$ cat src/logic/mbt_regs.svh
`ifndef MBT_REGS_SVH
`define MBT_REGS_SVH

// Register indices; the byte address of each register is four times its index.
`define MBT_IDX_TIMEOUT 8'h14
`define MBT_IDX_RESTART_SEL 8'h15
`define MBT_IDX_HALF_ORDER 8'h16
`define MBT_IDX_RSVD_FIRST 8'h17
`define MBT_IDX_RSVD_LAST 8'h1A
`define MBT_IDX_APPLY 8'h1B
`define MBT_IDX_TABLE_REV 8'h1C
`define MBT_IDX_TYPE_CODE 8'h1D
`define MBT_IDX_STATUS 8'h20
`define MBT_IDX_LONG_VALUE 8'h21
`define MBT_IDX_TX_WORDS 8'h22

// Reset values of the adapter settings.
`define MBT_RST_TIMEOUT 16'h0014
`define MBT_RST_RESTART_SEL 2'h2
`define MBT_RST_HALF_ORDER 1'h1

// Restart select encodings.
`define MBT_SEL_NONE 2'h0
`define MBT_SEL_ANY 2'h1
`define MBT_SEL_CONTROL 2'h2
`define MBT_SEL_MAX 16'h0002

// Long value half order encodings.
`define MBT_LOW_HALF_FIRST 1'h0
`define MBT_HIGH_HALF_FIRST 1'h1
`define MBT_HALF_MAX 16'h0001

// Status register bit positions.
`define MBT_ST_LOST 0
`define MBT_ST_RUNNING 1
`define MBT_ST_BUSY 2
`define MBT_ST_CFG_ERR 3

// Bus responses.
`define MBT_RESP_OKAY 2'h0
`define MBT_RESP_SLVERR 2'h2

// Supervision tick timing.
`define MBT_REF_CLK_HZ 25000000
`define MBT_TICK_MS 100
`define MBT_TICK_CYCLES ((`MBT_REF_CLK_HZ / 1000) * `MBT_TICK_MS)

`endif

$ cat src/logic/mbt_pkg.sv
package mbt_pkg;

  typedef enum logic [2:0]
  {
    MBT_AP_IDLE = 3'h1,
    MBT_AP_CHECK = 3'h2,
    MBT_AP_ADOPT = 3'h4
  } mbt_apply_e;

  typedef logic [15:0] mbt_word_t;

endpackage

$ cat src/logic/mbt_cfg_if.sv
`timescale 1ns/1ps

interface mbt_cfg_if;
  logic [1:0] restartSel;
  logic [15:0] timeoutValue;
  logic halfOrder;
  logic [31:0] longValue;
  logic lost;
  logic [15:0] firstWord;
  logic [15:0] secondWord;
  logic [31:0] txBytes;

  modport ctrl
  (
    output restartSel, timeoutValue, halfOrder, longValue,
    input lost, firstWord, secondWord, txBytes
  );
  modport sup
  (
    input restartSel, timeoutValue,
    output lost
  );
  modport order
  (
    input halfOrder, longValue,
    output firstWord, secondWord, txBytes
  );
endinterface

$ cat src/logic/mbt_supervisor.sv
`timescale 1ns/1ps
`include "mbt_regs.svh"

module mbt_supervisor
#(
  parameter int unsigned TICK_CYCLES = `MBT_TICK_CYCLES
)
(
  input wire logic ref_clk,
  input wire logic reset_n,
  mbt_cfg_if.sup cfg,
  input wire logic anyAccess,
  input wire logic controlAccess
);
  logic [23:0] prescale;
  logic [15:0] tickCount;
  wire tick = (prescale == 24'(TICK_CYCLES - 1));
  wire enabled = (cfg.restartSel != `MBT_SEL_NONE) && (cfg.timeoutValue != 16'h0000);
  wire restartAny = (cfg.restartSel == `MBT_SEL_ANY) && (anyAccess || controlAccess);
  wire restartCtl = (cfg.restartSel == `MBT_SEL_CONTROL) && controlAccess;
  wire restart = restartAny || restartCtl;

  // loss told to drive
  // A count already past a newly adopted shorter timeout also counts as expired.
  assign cfg.lost = enabled && (tickCount >= cfg.timeoutValue);

  always_ff @(posedge ref_clk or negedge reset_n)
  begin
    if (!reset_n)
    begin
      prescale <= 24'h000000;
      tickCount <= 16'h0000;
    end
    else if (!enabled || restart)
    begin
      prescale <= 24'h000000;
      tickCount <= 16'h0000;
    end
    else if (tick)
    begin
      prescale <= 24'h000000;
      if (tickCount < cfg.timeoutValue)
        tickCount <= tickCount + 16'h0001;
    end
    else
      prescale <= prescale + 24'h000001;
  end
endmodule

$ cat src/logic/mbt_word_order.sv
`timescale 1ns/1ps
`include "mbt_regs.svh"

module mbt_word_order
(
  input wire logic ref_clk,
  input wire logic reset_n,
  mbt_cfg_if.order cfg
);
  wire [15:0] next_firstWord = (cfg.halfOrder == `MBT_HIGH_HALF_FIRST) ?
    cfg.longValue[31:16] : cfg.longValue[15:0];
  wire [15:0] next_secondWord = (cfg.halfOrder == `MBT_HIGH_HALF_FIRST) ?
    cfg.longValue[15:0] : cfg.longValue[31:16];

  always_ff @(posedge ref_clk or negedge reset_n)
  begin
    if (!reset_n)
    begin
      cfg.firstWord <= 16'h0000;
      cfg.secondWord <= 16'h0000;
      cfg.txBytes <= 32'h00000000;
    end
    else
    begin
      cfg.firstWord <= next_firstWord;
      cfg.secondWord <= next_secondWord;
      cfg.txBytes <= {next_firstWord[15:8], next_firstWord[7:0],
        next_secondWord[15:8], next_secondWord[7:0]};
    end
  end
endmodule

$ cat src/logic/mbt_adapter.sv
`timescale 1ns/1ps
`include "mbt_regs.svh"

// What this block does
// - Restart select zero disables timeout supervision; no loss is ever reported.
// - Restart select one restarts the timeout on any client register access.
// - Restart select two, the default, restarts only on new command or setpoint.
// - Each 16-bit register is sent high byte first, low byte second.
// - Half order zero puts the low word in the first register.
// - Half order one, the default, puts the high word in the first register.
// - Writing one to the apply trigger validates and adopts settings, then clears.
// - Apply trigger changes are refused while the drive is running.
// - Read-only parameter table revision of the stored mapping file is exposed.
// - Read-only drive type code is exposed; writes to it do nothing.
// - Settings at positions 23 through 26 are ignored and reserved.
// - Timeout is the configured value times 100 ms; zero disables it.
// - On timeout expiry the drive is told that client communication is lost.
module mbt_adapter
#(
  parameter int unsigned TICK_CYCLES = `MBT_TICK_CYCLES
)
(
  input wire logic ref_clk,
  input wire logic reset_n,
  input wire logic [9:0] s_axi_awaddr,
  input wire logic s_axi_awvalid,
  output logic s_axi_awready,
  input wire logic [31:0] s_axi_wdata,
  input wire logic [3:0] s_axi_wstrb,
  input wire logic s_axi_wvalid,
  output logic s_axi_wready,
  output logic [1:0] s_axi_bresp,
  output logic s_axi_bvalid,
  input wire logic s_axi_bready,
  input wire logic [9:0] s_axi_araddr,
  input wire logic s_axi_arvalid,
  output logic s_axi_arready,
  output logic [31:0] s_axi_rdata,
  output logic [1:0] s_axi_rresp,
  output logic s_axi_rvalid,
  input wire logic s_axi_rready,
  input wire logic clientAnyAccess,
  input wire logic clientNewControl,
  input wire logic clientNewPrimarySetpoint,
  input wire logic clientNewSecondarySetpoint,
  input wire logic driveRunning,
  input wire logic [15:0] tableRevision,
  input wire logic [15:0] driveTypeCode,
  output logic commLost,
  output logic [15:0] firstRegWord,
  output logic [15:0] secondRegWord,
  output logic [31:0] txByteStream,
  output logic configBusy
);
  mbt_cfg_if cfg();

  // Write channel holding registers; address and data may arrive in either order.
  logic awHeld;
  logic [7:0] awIndex;
  logic wHeld;
  logic [31:0] wData;
  logic [3:0] wStrb;

  // Settings written by software; all but longValue are adopted on apply, longValue takes effect at once.
  mbt_pkg::mbt_word_t pendTimeout;
  mbt_pkg::mbt_word_t pendSel;
  mbt_pkg::mbt_word_t pendHalf;
  logic [31:0] longValue;

  // Settings in force.
  logic [1:0] activeSel;
  mbt_pkg::mbt_word_t activeTimeout;
  logic activeHalf;

  mbt_pkg::mbt_apply_e applyState;
  mbt_pkg::mbt_apply_e next_applyState;
  logic cfgErr;

  assign s_axi_awready = !awHeld && !s_axi_bvalid;
  assign s_axi_wready = !wHeld && !s_axi_bvalid;
  assign s_axi_arready = !s_axi_rvalid;

  wire doWrite = awHeld && wHeld && !s_axi_bvalid;
  wire [15:0] wMask = {{8{wStrb[1]}}, {8{wStrb[0]}}};
  wire [15:0] wLow = wData[15:0];
  wire [7:0] rIndex = s_axi_araddr[9:2];
  wire doRead = s_axi_arvalid && s_axi_arready;

  // Write decode.
  wire wrTimeout = doWrite && (awIndex == `MBT_IDX_TIMEOUT);
  wire wrSel = doWrite && (awIndex == `MBT_IDX_RESTART_SEL);
  wire wrHalf = doWrite && (awIndex == `MBT_IDX_HALF_ORDER);
  wire wrApply = doWrite && (awIndex == `MBT_IDX_APPLY);
  wire wrLong = doWrite && (awIndex == `MBT_IDX_LONG_VALUE);
  wire wrRsvd = (awIndex >= `MBT_IDX_RSVD_FIRST) && (awIndex <= `MBT_IDX_RSVD_LAST);
  wire wrReadOnly = (awIndex == `MBT_IDX_TABLE_REV) || (awIndex == `MBT_IDX_TYPE_CODE) ||
    (awIndex == `MBT_IDX_STATUS) || (awIndex == `MBT_IDX_TX_WORDS);
  wire wMapped = (awIndex == `MBT_IDX_TIMEOUT) || (awIndex == `MBT_IDX_RESTART_SEL) ||
    (awIndex == `MBT_IDX_HALF_ORDER) || (awIndex == `MBT_IDX_APPLY) ||
    (awIndex == `MBT_IDX_LONG_VALUE) || wrRsvd || wrReadOnly;
  wire applyIdle = (applyState == mbt_pkg::MBT_AP_IDLE);
  wire applyRefused = wrApply && driveRunning && wStrb[0];
  wire applyStart = wrApply && !driveRunning && applyIdle && wStrb[0] && wLow[0];
  wire [1:0] next_bresp = (!wMapped || applyRefused) ? `MBT_RESP_SLVERR : `MBT_RESP_OKAY;

  // Read decode.
  wire rRsvd = (rIndex >= `MBT_IDX_RSVD_FIRST) && (rIndex <= `MBT_IDX_RSVD_LAST);
  wire [31:0] statusWord = {28'h0000000, cfgErr, !applyIdle, driveRunning, cfg.lost};
  wire [31:0] applyWord = {31'h00000000, !applyIdle};
  wire [31:0] rdMux =
    (rIndex == `MBT_IDX_TIMEOUT) ? {16'h0000, pendTimeout} :
    (rIndex == `MBT_IDX_RESTART_SEL) ? {16'h0000, pendSel} :
    (rIndex == `MBT_IDX_HALF_ORDER) ? {16'h0000, pendHalf} :
    (rIndex == `MBT_IDX_APPLY) ? applyWord :
    (rIndex == `MBT_IDX_TABLE_REV) ? {16'h0000, tableRevision} :
    (rIndex == `MBT_IDX_TYPE_CODE) ? {16'h0000, driveTypeCode} :
    (rIndex == `MBT_IDX_STATUS) ? statusWord :
    (rIndex == `MBT_IDX_LONG_VALUE) ? longValue :
    (rIndex == `MBT_IDX_TX_WORDS) ? {cfg.firstWord, cfg.secondWord} :
    32'h00000000;
  wire rMapped = rRsvd || (rIndex == `MBT_IDX_TIMEOUT) ||
    (rIndex == `MBT_IDX_RESTART_SEL) || (rIndex == `MBT_IDX_HALF_ORDER) ||
    (rIndex == `MBT_IDX_APPLY) || (rIndex == `MBT_IDX_TABLE_REV) ||
    (rIndex == `MBT_IDX_TYPE_CODE) || (rIndex == `MBT_IDX_STATUS) ||
    (rIndex == `MBT_IDX_LONG_VALUE) || (rIndex == `MBT_IDX_TX_WORDS);

  // Validation rejects selects and half orders outside their encodings.
  wire pendValid = (pendSel <= `MBT_SEL_MAX) && (pendHalf <= `MBT_HALF_MAX);

  always_ff @(posedge ref_clk or negedge reset_n)
  begin
    if (!reset_n)
    begin
      awHeld <= 1'b0;
      awIndex <= 8'h00;
    end
    else if (s_axi_awvalid && s_axi_awready)
    begin
      awHeld <= 1'b1;
      awIndex <= s_axi_awaddr[9:2];
    end
    else if (doWrite)
      awHeld <= 1'b0;
  end

  always_ff @(posedge ref_clk or negedge reset_n)
  begin
    if (!reset_n)
    begin
      wHeld <= 1'b0;
      wData <= 32'h00000000;
      wStrb <= 4'h0;
    end
    else if (s_axi_wvalid && s_axi_wready)
    begin
      wHeld <= 1'b1;
      wData <= s_axi_wdata;
      wStrb <= s_axi_wstrb;
    end
    else if (doWrite)
      wHeld <= 1'b0;
  end

  always_ff @(posedge ref_clk or negedge reset_n)
  begin
    if (!reset_n)
    begin
      s_axi_bvalid <= 1'b0;
      s_axi_bresp <= `MBT_RESP_OKAY;
    end
    else if (doWrite)
    begin
      s_axi_bvalid <= 1'b1;
      s_axi_bresp <= next_bresp;
    end
    else if (s_axi_bready)
      s_axi_bvalid <= 1'b0;
  end

  always_ff @(posedge ref_clk or negedge reset_n)
  begin
    if (!reset_n)
    begin
      s_axi_rvalid <= 1'b0;
      s_axi_rdata <= 32'h00000000;
      s_axi_rresp <= `MBT_RESP_OKAY;
    end
    else if (doRead)
    begin
      s_axi_rvalid <= 1'b1;
      s_axi_rdata <= rdMux;
      s_axi_rresp <= rMapped ? `MBT_RESP_OKAY : `MBT_RESP_SLVERR;
    end
    else if (s_axi_rready)
      s_axi_rvalid <= 1'b0;
  end

  always_ff @(posedge ref_clk or negedge reset_n)
  begin
    if (!reset_n)
    begin
      pendTimeout <= `MBT_RST_TIMEOUT;
      pendSel <= {14'h0000, `MBT_RST_RESTART_SEL};
      pendHalf <= {15'h0000, `MBT_RST_HALF_ORDER};
      longValue <= 32'h00000000;
    end
    else
    begin
      if (wrTimeout)
        pendTimeout <= (pendTimeout & ~wMask) | (wLow & wMask);
      if (wrSel)
        pendSel <= (pendSel & ~wMask) | (wLow & wMask);
      if (wrHalf)
        pendHalf <= (pendHalf & ~wMask) | (wLow & wMask);
      if (wrLong)
        longValue <= wData;
    end
  end

  always_comb
  begin
    next_applyState = applyState;
    case (applyState)
      mbt_pkg::MBT_AP_IDLE:
        if (applyStart)
          next_applyState = mbt_pkg::MBT_AP_CHECK;
      mbt_pkg::MBT_AP_CHECK:
        next_applyState = pendValid ? mbt_pkg::MBT_AP_ADOPT : mbt_pkg::MBT_AP_IDLE;
      mbt_pkg::MBT_AP_ADOPT:
        next_applyState = mbt_pkg::MBT_AP_IDLE;
      default:
        next_applyState = mbt_pkg::MBT_AP_IDLE;
    endcase
  end

  always_ff @(posedge ref_clk or negedge reset_n)
  begin
    if (!reset_n)
      applyState <= mbt_pkg::MBT_AP_IDLE;
    else
      applyState <= next_applyState;
  end

  // A rejected check leaves the settings in force untouched and flags the error.
  always_ff @(posedge ref_clk or negedge reset_n)
  begin
    if (!reset_n)
      cfgErr <= 1'b0;
    else if (applyState == mbt_pkg::MBT_AP_CHECK)
      cfgErr <= !pendValid;
  end

  always_ff @(posedge ref_clk or negedge reset_n)
  begin
    if (!reset_n)
    begin
      activeSel <= `MBT_RST_RESTART_SEL;
      activeTimeout <= `MBT_RST_TIMEOUT;
      activeHalf <= `MBT_RST_HALF_ORDER;
    end
    else if (applyState == mbt_pkg::MBT_AP_ADOPT)
    begin
      activeSel <= pendSel[1:0];
      activeTimeout <= pendTimeout;
      activeHalf <= pendHalf[0];
    end
  end

  assign cfg.restartSel = activeSel;
  assign cfg.timeoutValue = activeTimeout;
  assign cfg.halfOrder = activeHalf;
  assign cfg.longValue = longValue;

  wire controlAccess = clientNewControl || clientNewPrimarySetpoint ||
    clientNewSecondarySetpoint;

  mbt_supervisor #(.TICK_CYCLES(TICK_CYCLES)) supervisor
  (
    .ref_clk(ref_clk),
    .reset_n(reset_n),
    .cfg(cfg),
    .anyAccess(clientAnyAccess),
    .controlAccess(controlAccess)
  );

  mbt_word_order wordOrder
  (
    .ref_clk(ref_clk),
    .reset_n(reset_n),
    .cfg(cfg)
  );

  assign commLost = cfg.lost;
  assign firstRegWord = cfg.firstWord;
  assign secondRegWord = cfg.secondWord;
  assign txByteStream = cfg.txBytes;
  assign configBusy = !applyIdle;
endmodule

$ cat config.mk
export PLATFORM = sky130hd
export DESIGN_NAME = mbt_adapter
export DESIGN_NICKNAME = d
export VERILOG_FILES = /design/src/logic/mbt_pkg.sv /design/src/logic/mbt_cfg_if.sv /design/src/logic/mbt_supervisor.sv /design/src/logic/mbt_word_order.sv /design/src/logic/mbt_adapter.sv
export VERILOG_INCLUDE_DIRS = /design/src /design/src/logic
export SDC_FILE = /design/constraint.sdc
export NUM_CORES = 1
export LEC_CHECK = 0
export ABC_AREA = 1
export BUFFER_PORTS_ARGS = -buffer_cell sky130_fd_sc_hd__buf_2
export CAP_MARGIN = 20
export CORE_ASPECT_RATIO = 0.7
export CORE_UTILIZATION = 40
export DETAILED_ROUTE_END_ITERATION = 10
export MAX_ROUTING_LAYER = met4
export PLACE_DENSITY = 0.68
export SLEW_MARGIN = 10
export SYNTH_ARGS = -nofsm -noshare
export SYNTH_HDL_FRONTEND = slang
export SYNTH_SLANG_ARGS = --single-unit
$ cat constraint.sdc
create_clock -name ref_clk -period 5.5 [get_ports ref_clk]
set_input_delay 0 -clock ref_clk [delete_from_list [all_inputs] [get_ports ref_clk]]
set_output_delay 0 -clock ref_clk [all_outputs]
set_load 0.02 [all_outputs]
After elaboration in Yosys (flattened, before gate mapping)
Cells that the tools add are included.
{"block": "classes", "addsub": 2, "order_cmp": 8, "n_eq_ne": 25, "muxes": 28, "bitwise_logic": 8, "n_reduce_logical": 67}
{"op": "$mux 32", "n": 9}
{"op": "$eq 8x5->1 const B", "n": 12}
{"op": "$mux 16", "n": 5}
{"op": "$and 16x16->16", "n": 4}
{"op": "$eq 8x6->1 const B", "n": 6}
{"op": "$mux 24", "n": 2}
{"op": "$or 16x16->16", "n": 3}
{"op": "$logic_and 1x1->1", "n": 25}
{"op": "$add 24x1->24 const B", "n": 1}
{"op": "$eq 24x22->1 const B", "n": 1}
{"op": "$logic_or 1x1->1", "n": 24}
{"op": "$add 16x1->16 const B", "n": 1}
{"op": "$ge 16x16->1", "n": 1}
{"op": "$ge 8x5->1 const B", "n": 2}
{"op": "$le 16x1->1 const B", "n": 1}
{"op": "$le 16x2->1 const B", "n": 1}
{"op": "$le 8x5->1 const B", "n": 2}
{"op": "$lt 16x16->1", "n": 1}
{"op": "$not 16->16", "n": 1}
{"op": "$reduce_bool 16->1", "n": 1}
{"op": "$reduce_bool 2->1", "n": 7}
{"op": "$logic_not 1->1", "n": 9}
{"op": "$mux 1", "n": 7}
{"op": "$mux 3", "n": 2}
{"op": "other kinds (9)", "n": 10}
{"block": "word_totals", "ff_bits": 289, "out_inout_bits": 107, "word_cells": 162}

Longest topological paths before layout
{"block": "depth", "ltp_word": 12, "mapped_depth": 15, "depth_no_buf": 15}

Hierarchy
From an unflattened synthesis, not the netlist that was laid out.
{"block": "unflattened", "hier_cells": 1552, "area_unflattened_um2": 12884.9}
{"mod": "mbt_adapter", "n_inst": 1, "cells_per_inst": 940, "area_each_um2": 8289.2}
{"mod": "mbt_supervisor", "n_inst": 1, "cells_per_inst": 444, "area_each_um2": 3057.9}
{"mod": "mbt_word_order", "n_inst": 1, "cells_per_inst": 168, "area_each_um2": 1537.7}

Worst setup path before layout
OpenSTA, ideal clock, no wires.
{"block": "synth_timing", "path_kind": "register to register", "from": "register activeTimeout[2]", "to": "register supervisor.tickCount[11]", "setup_time_ns": 0.125, "arrival_time_ns": 1.807, "t_required_ns": 5.375, "slack_ns": 3.568, "stages_incl_launch_ff": 11, "synth_period_minus_slack_ns": 1.932, "path_cell_list": "dfstp_2 -> inv_1 -> ha_1 -> nand2_1 -> inv_1 -> nand2_1 -> nand2_1 -> nand2_1 -> nand3_1 -> o21ai_4 -> mux2_2"}
{"block": "synth_between", "elab_chain_len": 6, "word_cells_on_any_way": 9}
{"element": "start: declaration", "line_no": "mbt_adapter.sv:72", "source": "mbt_pkg::mbt_word_t activeTimeout;"}
{"element": "start signal: assignment", "line_no": "mbt_adapter.sv:258", "source": "activeTimeout <= `MBT_RST_TIMEOUT;"}
{"element": "start signal: assignment", "line_no": "mbt_adapter.sv:264", "source": "activeTimeout <= pendTimeout;"}
{"element": "parallel branches: the longest is 6 deep, another holds $lt 16x16->1"}
{"element": "end signal: assignment", "line_no": "mbt_supervisor.sv:43", "source": "tickCount <= tickCount + 16'h0001;"}
{"element": "end: declaration", "line_no": "mbt_supervisor.sv:16", "source": "logic [15:0] tickCount;"}
Several ways; the timed one is not identified.
A chain may end at the register's enable or synchronous reset.

Worst setup path in the final report
{"block": "layout_timing", "from": "input s_axi_araddr[4]", "to": "register s_axi_rdata[8]"}
{"block": "layout_between", "elab_chain_len": 10, "word_cells_on_any_way": 18}
{"element": "start: declaration", "line_no": "mbt_adapter.sv:35", "source": "input wire logic [9:0] s_axi_araddr,"}
{"element": "$eq 8x6->1 (no source line)"}
{"element": "$mux 32", "line_no": "mbt_adapter.sv:119", "source": "(rIndex == `MBT_IDX_TX_WORDS) ? {cfg.firstWord, cfg.secondWord} :"}
{"element": "$mux 32", "line_no": "mbt_adapter.sv:118", "source": "(rIndex == `MBT_IDX_LONG_VALUE) ? longValue :"}
{"element": "$mux 32", "line_no": "mbt_adapter.sv:117", "source": "(rIndex == `MBT_IDX_STATUS) ? statusWord :"}
{"element": "$mux 32", "line_no": "mbt_adapter.sv:116", "source": "(rIndex == `MBT_IDX_TYPE_CODE) ? {16'h0000, driveTypeCode} :"}
{"element": "$mux 32", "line_no": "mbt_adapter.sv:115", "source": "(rIndex == `MBT_IDX_TABLE_REV) ? {16'h0000, tableRevision} :"}
{"element": "$mux 32", "line_no": "mbt_adapter.sv:114", "source": "(rIndex == `MBT_IDX_APPLY) ? applyWord :"}
{"element": "$mux 32", "line_no": "mbt_adapter.sv:113", "source": "(rIndex == `MBT_IDX_HALF_ORDER) ? {16'h0000, pendHalf} :"}
{"element": "$mux 32", "line_no": "mbt_adapter.sv:112", "source": "(rIndex == `MBT_IDX_RESTART_SEL) ? {16'h0000, pendSel} :"}
{"element": "$mux 32 (*)", "line_no": "mbt_adapter.sv:111", "source": "(rIndex == `MBT_IDX_TIMEOUT) ? {16'h0000, pendTimeout} :"}
{"element": "end signal: assignment", "line_no": "mbt_adapter.sv:191", "source": "s_axi_rdata <= rdMux;"}
{"element": "end: declaration", "line_no": "mbt_adapter.sv:38", "source": "output logic [31:0] s_axi_rdata,"}
Mark *: on every way between the ends. The rest lies on a longest branch, timed or not.

==> impl_summary.txt <==
----------------------------------------------------
[GRT]
  Initial antenna violation count ... 1
  Number of global-route vias before repair ... 10300
  Total track usage ... 0.240
  Maximum number of pins on one net before global-route repair ... 144
  Leftover overflow at the end of global routing ... 0
  First-pass GRT wire length ... 56800 um

[Worst hold path]
  Path type of the worst min-delay path ... in -> reg
  Hold depth ... 5
  Hold worst-path end ... s_axi_rdata[15]
  Hold Startpoint ... tableRevision[15]

[STA]
  Final hold slack ... 6.25 ps
  Relative slew margins ... 0.228
  Clock period minus final worst setup slack ... 2750 ps
  Number of pins exceeding their max-slew limit in the final report ... 0
  Setup TNS ... 0 ps
  Final number of hold-violating endpoints ... 0
  Actual transition at the worst max-transition pin ... 1150 ps
  Unrepaired setup endpoints after global routing ... no
  Post-route clock skew ... 13.6 ps
  Number of failing setup endpoints in the final timing report ... 0
  Period utilisation layout ... 0.500
  Fmax achieved ... 363 MHz

[Setup path]
  Arr. time, crit path ... 3130 ps
  Register-to-Register Path Depth ... 9
  Endpoint of the worst-slack reg-to-reg timing path ... supervisor.prescale[5]
  Buf+Inv Stages, Crit Path ... 4
  Kind of critical path ... in -> reg
  Sort of element at the start of the critical path ... input port
  Crit Path Max Fanout ... 29
  Cell with the largest stage delay on the worst path ... sky130_fd_sc_hd__o41ai_1
  Critical path required time ... 5870 ps
  Largest delay share family, worst path ... buffers and inverters
  Kind of end point of the critical path ... flip-flop
  Worst-path cell chain ... dlygate4sd3_1, buf_2, nor2_1, inv_1, nor2_1, nand2_1, o2111ai_1, dlygate4sd3_1, o41ai_1, nand2_1
  Critical Path Max Stage Delay ... 700 ps
  Register-to-register setup slack ... 2750 ps
  Reg2Reg Launch Point ... activeTimeout[4]

[Drt]
  Via density per instance ... 5.14
  Iter 0 DRT Violations ... 1050
  Detailed Route WL ... 36500 um
  Remaining antenna violation count ... 0
  Number of detailed-route iterations in the first pass ... 5
  Detailed-route wire length per cell ... 17.2 um
  Via count ... 10900
  Number of remaining DRC errors ... 0

[Logic synthesis]
  Avg Synthesized Cell Area ... 8.33 um2
  Simple-gate share of the synthesized area ... 0.226
  EDFF count, synth ... 0
  Count of warnings emitted by yosys ... 0
  Sequential area share after synthesis ... 0.520
  Main combinational cell family by area after synthesis ... simple AND/OR/NAND/NOR gates
  Compound-Gate Fraction of Synth Area ... 0.125
  Synthesized area ... 0.0123 mm2
  Fraction of synthesized area in multiplexers ... 0.00641
  Post-synthesis share of cell area spent on xor and xnor gates ... 0.00926
  Number of register bits inferred by synthesis ... 255
  Post-synthesis share of cell area spent on full adders, half adders and majority gates ... 0.0183
  Post-Syn Instances ... 1477
  Fraction of synthesis flops using an asynchronous set or reset pin ... 1.00
  Distinct cell type count of the synthesized netlist ... 52
  Prevailing post-synth register cell ... sky130_fd_sc_hd__dfrtp_1

[CTS]
  Root Buffer Master ... sky130_fd_sc_hd__clkbuf_16
  Clock Sinks ... 255
  Largest buffer count on any clock path ... 3
  Post-CTS Setup Repair Bufs ... 0
  Clock-pin slew on the worst setup and hold paths ... 60 ps
  Number of levels in the clock H-tree ... 1
  Clock buffers created by TritonCTS ... 27
  TritonCTS clock tree ... done
  Worst-Skew Late Latency ... 530 ps

[Power]
  Leakage dissipation ... 7.27 nW
  Power Total ... 5.04 mW
  Largest voltage drop on the vdd net ... 0.315 mV
  Pwr dens ... 337 mW/mm2

[Place]
  Cell total after placement ... 2006
  Estimated wirelength of the detail-placed design ... 26500 um
  Number of buffer cells added on primary ports ... 198
  Gpl congestion ... 0.956

[Floorplanning]
  Starting density of the core ... 0.408
  Floorplan die height ... 149 um
  Die width ... 212 um
  Core Footprint ... 0.0301 mm2
  I/O Pins ... 207
  Die Footprint ... 0.0315 mm2
  Site row count ... 53

[Finish]
  Layout Utilization ... 0.498
  Synth-to-layout area growth ... 21.8%
  Final #Nets ... 1807
  Share of post-route cells with drive strength above 1 ... 0.182
  Filler cell count ... 2898
  Final non-filler cell total ... 2122

[Status]
  Status ... finished, final reports clean

[Job]
  Max-Cap Viols ... 0

----------------------------------------------------
[cells in the mapped netlist, types with 2 or more instances]
cell type                   number  area, um2
sky130_fd_sc_hd__and3_1          2       12.5
sky130_fd_sc_hd__nor3_2          5       50.1
sky130_fd_sc_hd__o211ai_1        4       30.0
sky130_fd_sc_hd__nand3_1        66        330
sky130_fd_sc_hd__nor2_1        119        447
sky130_fd_sc_hd__nor3_1         22        110
sky130_fd_sc_hd__and2_1          2       12.5
sky130_fd_sc_hd__o2111ai_1       6       52.6
sky130_fd_sc_hd__dfrtp_1       246       6160
sky130_fd_sc_hd__a221oi_1        6       52.6
sky130_fd_sc_hd__inv_2          12       45.0
sky130_fd_sc_hd__mux2_2          7       78.8
sky130_fd_sc_hd__inv_1         165        619
sky130_fd_sc_hd__nor3b_1         2       15.0
sky130_fd_sc_hd__nor4_4          2       42.5
sky130_fd_sc_hd__nand4_2         2       25.0
sky130_fd_sc_hd__xnor2_1         3       26.3
sky130_fd_sc_hd__nand2_2         3       18.8
sky130_fd_sc_hd__nor3_4          2       32.5
sky130_fd_sc_hd__nand3_2         3       30.0
sky130_fd_sc_hd__a21oi_1        78        390
sky130_fd_sc_hd__a31oi_1         2       12.5
sky130_fd_sc_hd__dfstp_2         9        236
sky130_fd_sc_hd__o21ai_0       176        881
sky130_fd_sc_hd__nand2_1       341       1280
sky130_fd_sc_hd__nor4_1         12       75.1
sky130_fd_sc_hd__clkbuf_1       40        150
sky130_fd_sc_hd__nor2_4          2       22.5
sky130_fd_sc_hd__ha_1           18        225
sky130_fd_sc_hd__buf_2          11       55.1
sky130_fd_sc_hd__buf_4          37        278
sky130_fd_sc_hd__xor2_1         10       87.6
sky130_fd_sc_hd__o21ai_1         7       35.0
sky130_fd_sc_hd__nand4_1        32        200
sky130_fd_sc_hd__nor2_2          6       37.5
[layout make-up]
type	count	area [um2]	area share
tap	412	515	0.0344
timing repair buffer	273	1740	0.116
inverter	178	668	0.0446
clock inverter	10	134	0.00894
antenna	1	2.50	0.000167
sequential	255	6390	0.427
clock buffer	39	781	0.0521
multi-input combinational	954	4740	0.317
[layout by cell type, fill, tap and decap left out, types with 3 or more instances in the layout]
master,n
sky130_fd_sc_hd__nand2_2,4
sky130_fd_sc_hd__nor2_2,7
sky130_fd_sc_hd__xnor2_1,3
sky130_fd_sc_hd__o2111ai_1,6
sky130_fd_sc_hd__nand3_2,3
sky130_fd_sc_hd__o21ai_1,7
sky130_fd_sc_hd__o211ai_1,4
sky130_fd_sc_hd__a21oi_1,78
sky130_fd_sc_hd__dfrtp_1,246
sky130_fd_sc_hd__clkinv_2,4
sky130_fd_sc_hd__dfstp_2,9
sky130_fd_sc_hd__dlygate4sd3_1,64
sky130_fd_sc_hd__a221oi_1,6
sky130_fd_sc_hd__nand2_1,340
sky130_fd_sc_hd__clkbuf_16,27
sky130_fd_sc_hd__nor3_2,5
sky130_fd_sc_hd__buf_2,197
sky130_fd_sc_hd__clkbuf_8,6
sky130_fd_sc_hd__nor3_1,22
sky130_fd_sc_hd__nand4_1,32
sky130_fd_sc_hd__clkbuf_1,6
sky130_fd_sc_hd__xor2_1,10
sky130_fd_sc_hd__bufinv_16,3
sky130_fd_sc_hd__ha_1,18
sky130_fd_sc_hd__nor4_1,12
sky130_fd_sc_hd__o21ai_0,176
sky130_fd_sc_hd__mux2_2,7
sky130_fd_sc_hd__nand3_1,66
sky130_fd_sc_hd__buf_4,9
sky130_fd_sc_hd__inv_1,165
sky130_fd_sc_hd__inv_2,12
sky130_fd_sc_hd__nor2_1,118
[metrics by stage]
stage	cell area, um2	setup WS, ps
5_1_grt	15000	2460
3_5_place_dp	13400	2780
2_1_floorplan	12300	3570
3_3_place_gp	13400	2810
4_1_cts	15000	2730
6_report	15000	2750
[worst max-delay path by stage]
stage,from,endpoint,depth (start not counted)
floorplan,activeTimeout[2],supervisor.tickCount[11],10
CTS,s_axi_araddr[4],s_axi_rdata[8],10
detailed placement,activeTimeout[4],supervisor.prescale[2],9
global placement,activeTimeout[4],supervisor.prescale[5],9
global route,s_axi_araddr[4],s_axi_rdata[8],10
finish,s_axi_araddr[4],s_axi_rdata[8],10
[worst register-to-register path, stage by stage, from the launching register on]
cell                      delay, ps
sky130_fd_sc_hd__dfstp_2        520
sky130_fd_sc_hd__inv_1           60
sky130_fd_sc_hd__nand4_1        100
sky130_fd_sc_hd__nor2_1          60
sky130_fd_sc_hd__a21oi_1        230
sky130_fd_sc_hd__and2_1         600
sky130_fd_sc_hd__nand2_1        530
sky130_fd_sc_hd__inv_2          340
sky130_fd_sc_hd__o21ai_0        120
sky130_fd_sc_hd__a21oi_1        140
[report_power, final]
part / internal [mW] / switching, mW
logic: 0.270 / 0.626
registers: 2.12 / 0.150
clock network: 1.13 / 0.752
[logic make-up after synthesis]
| group | count (synthesis) |
|---|---|
| other | 1 |
| buffers and inverters | 269 |
| adders and majority gates | 18 |
| AOI/OAI and AO/OA | 288 |
| DFF | 255 |
| and+or+nand+nor | 626 |
| muxes | 7 |
| xor gates and xnor gates | 13 |
[layer usage]
layer  share of wire  track usage  up-vias  wire length (um)
met2            0.40        0.321      456             14600
met4           0.019       0.0500        0               711
met1            0.48        0.360     5191             17500
met3            0.10       0.0644       60              3730
li1                -            -     5210                 -
met5               0            -        -                 0
[timing repair]
action                    CTS  global route
hold buffers               64             0
hold endpoints to repair  166             0
gates resized for setup     0             0
No activity file was read; power rests on OpenSTA's default activity.
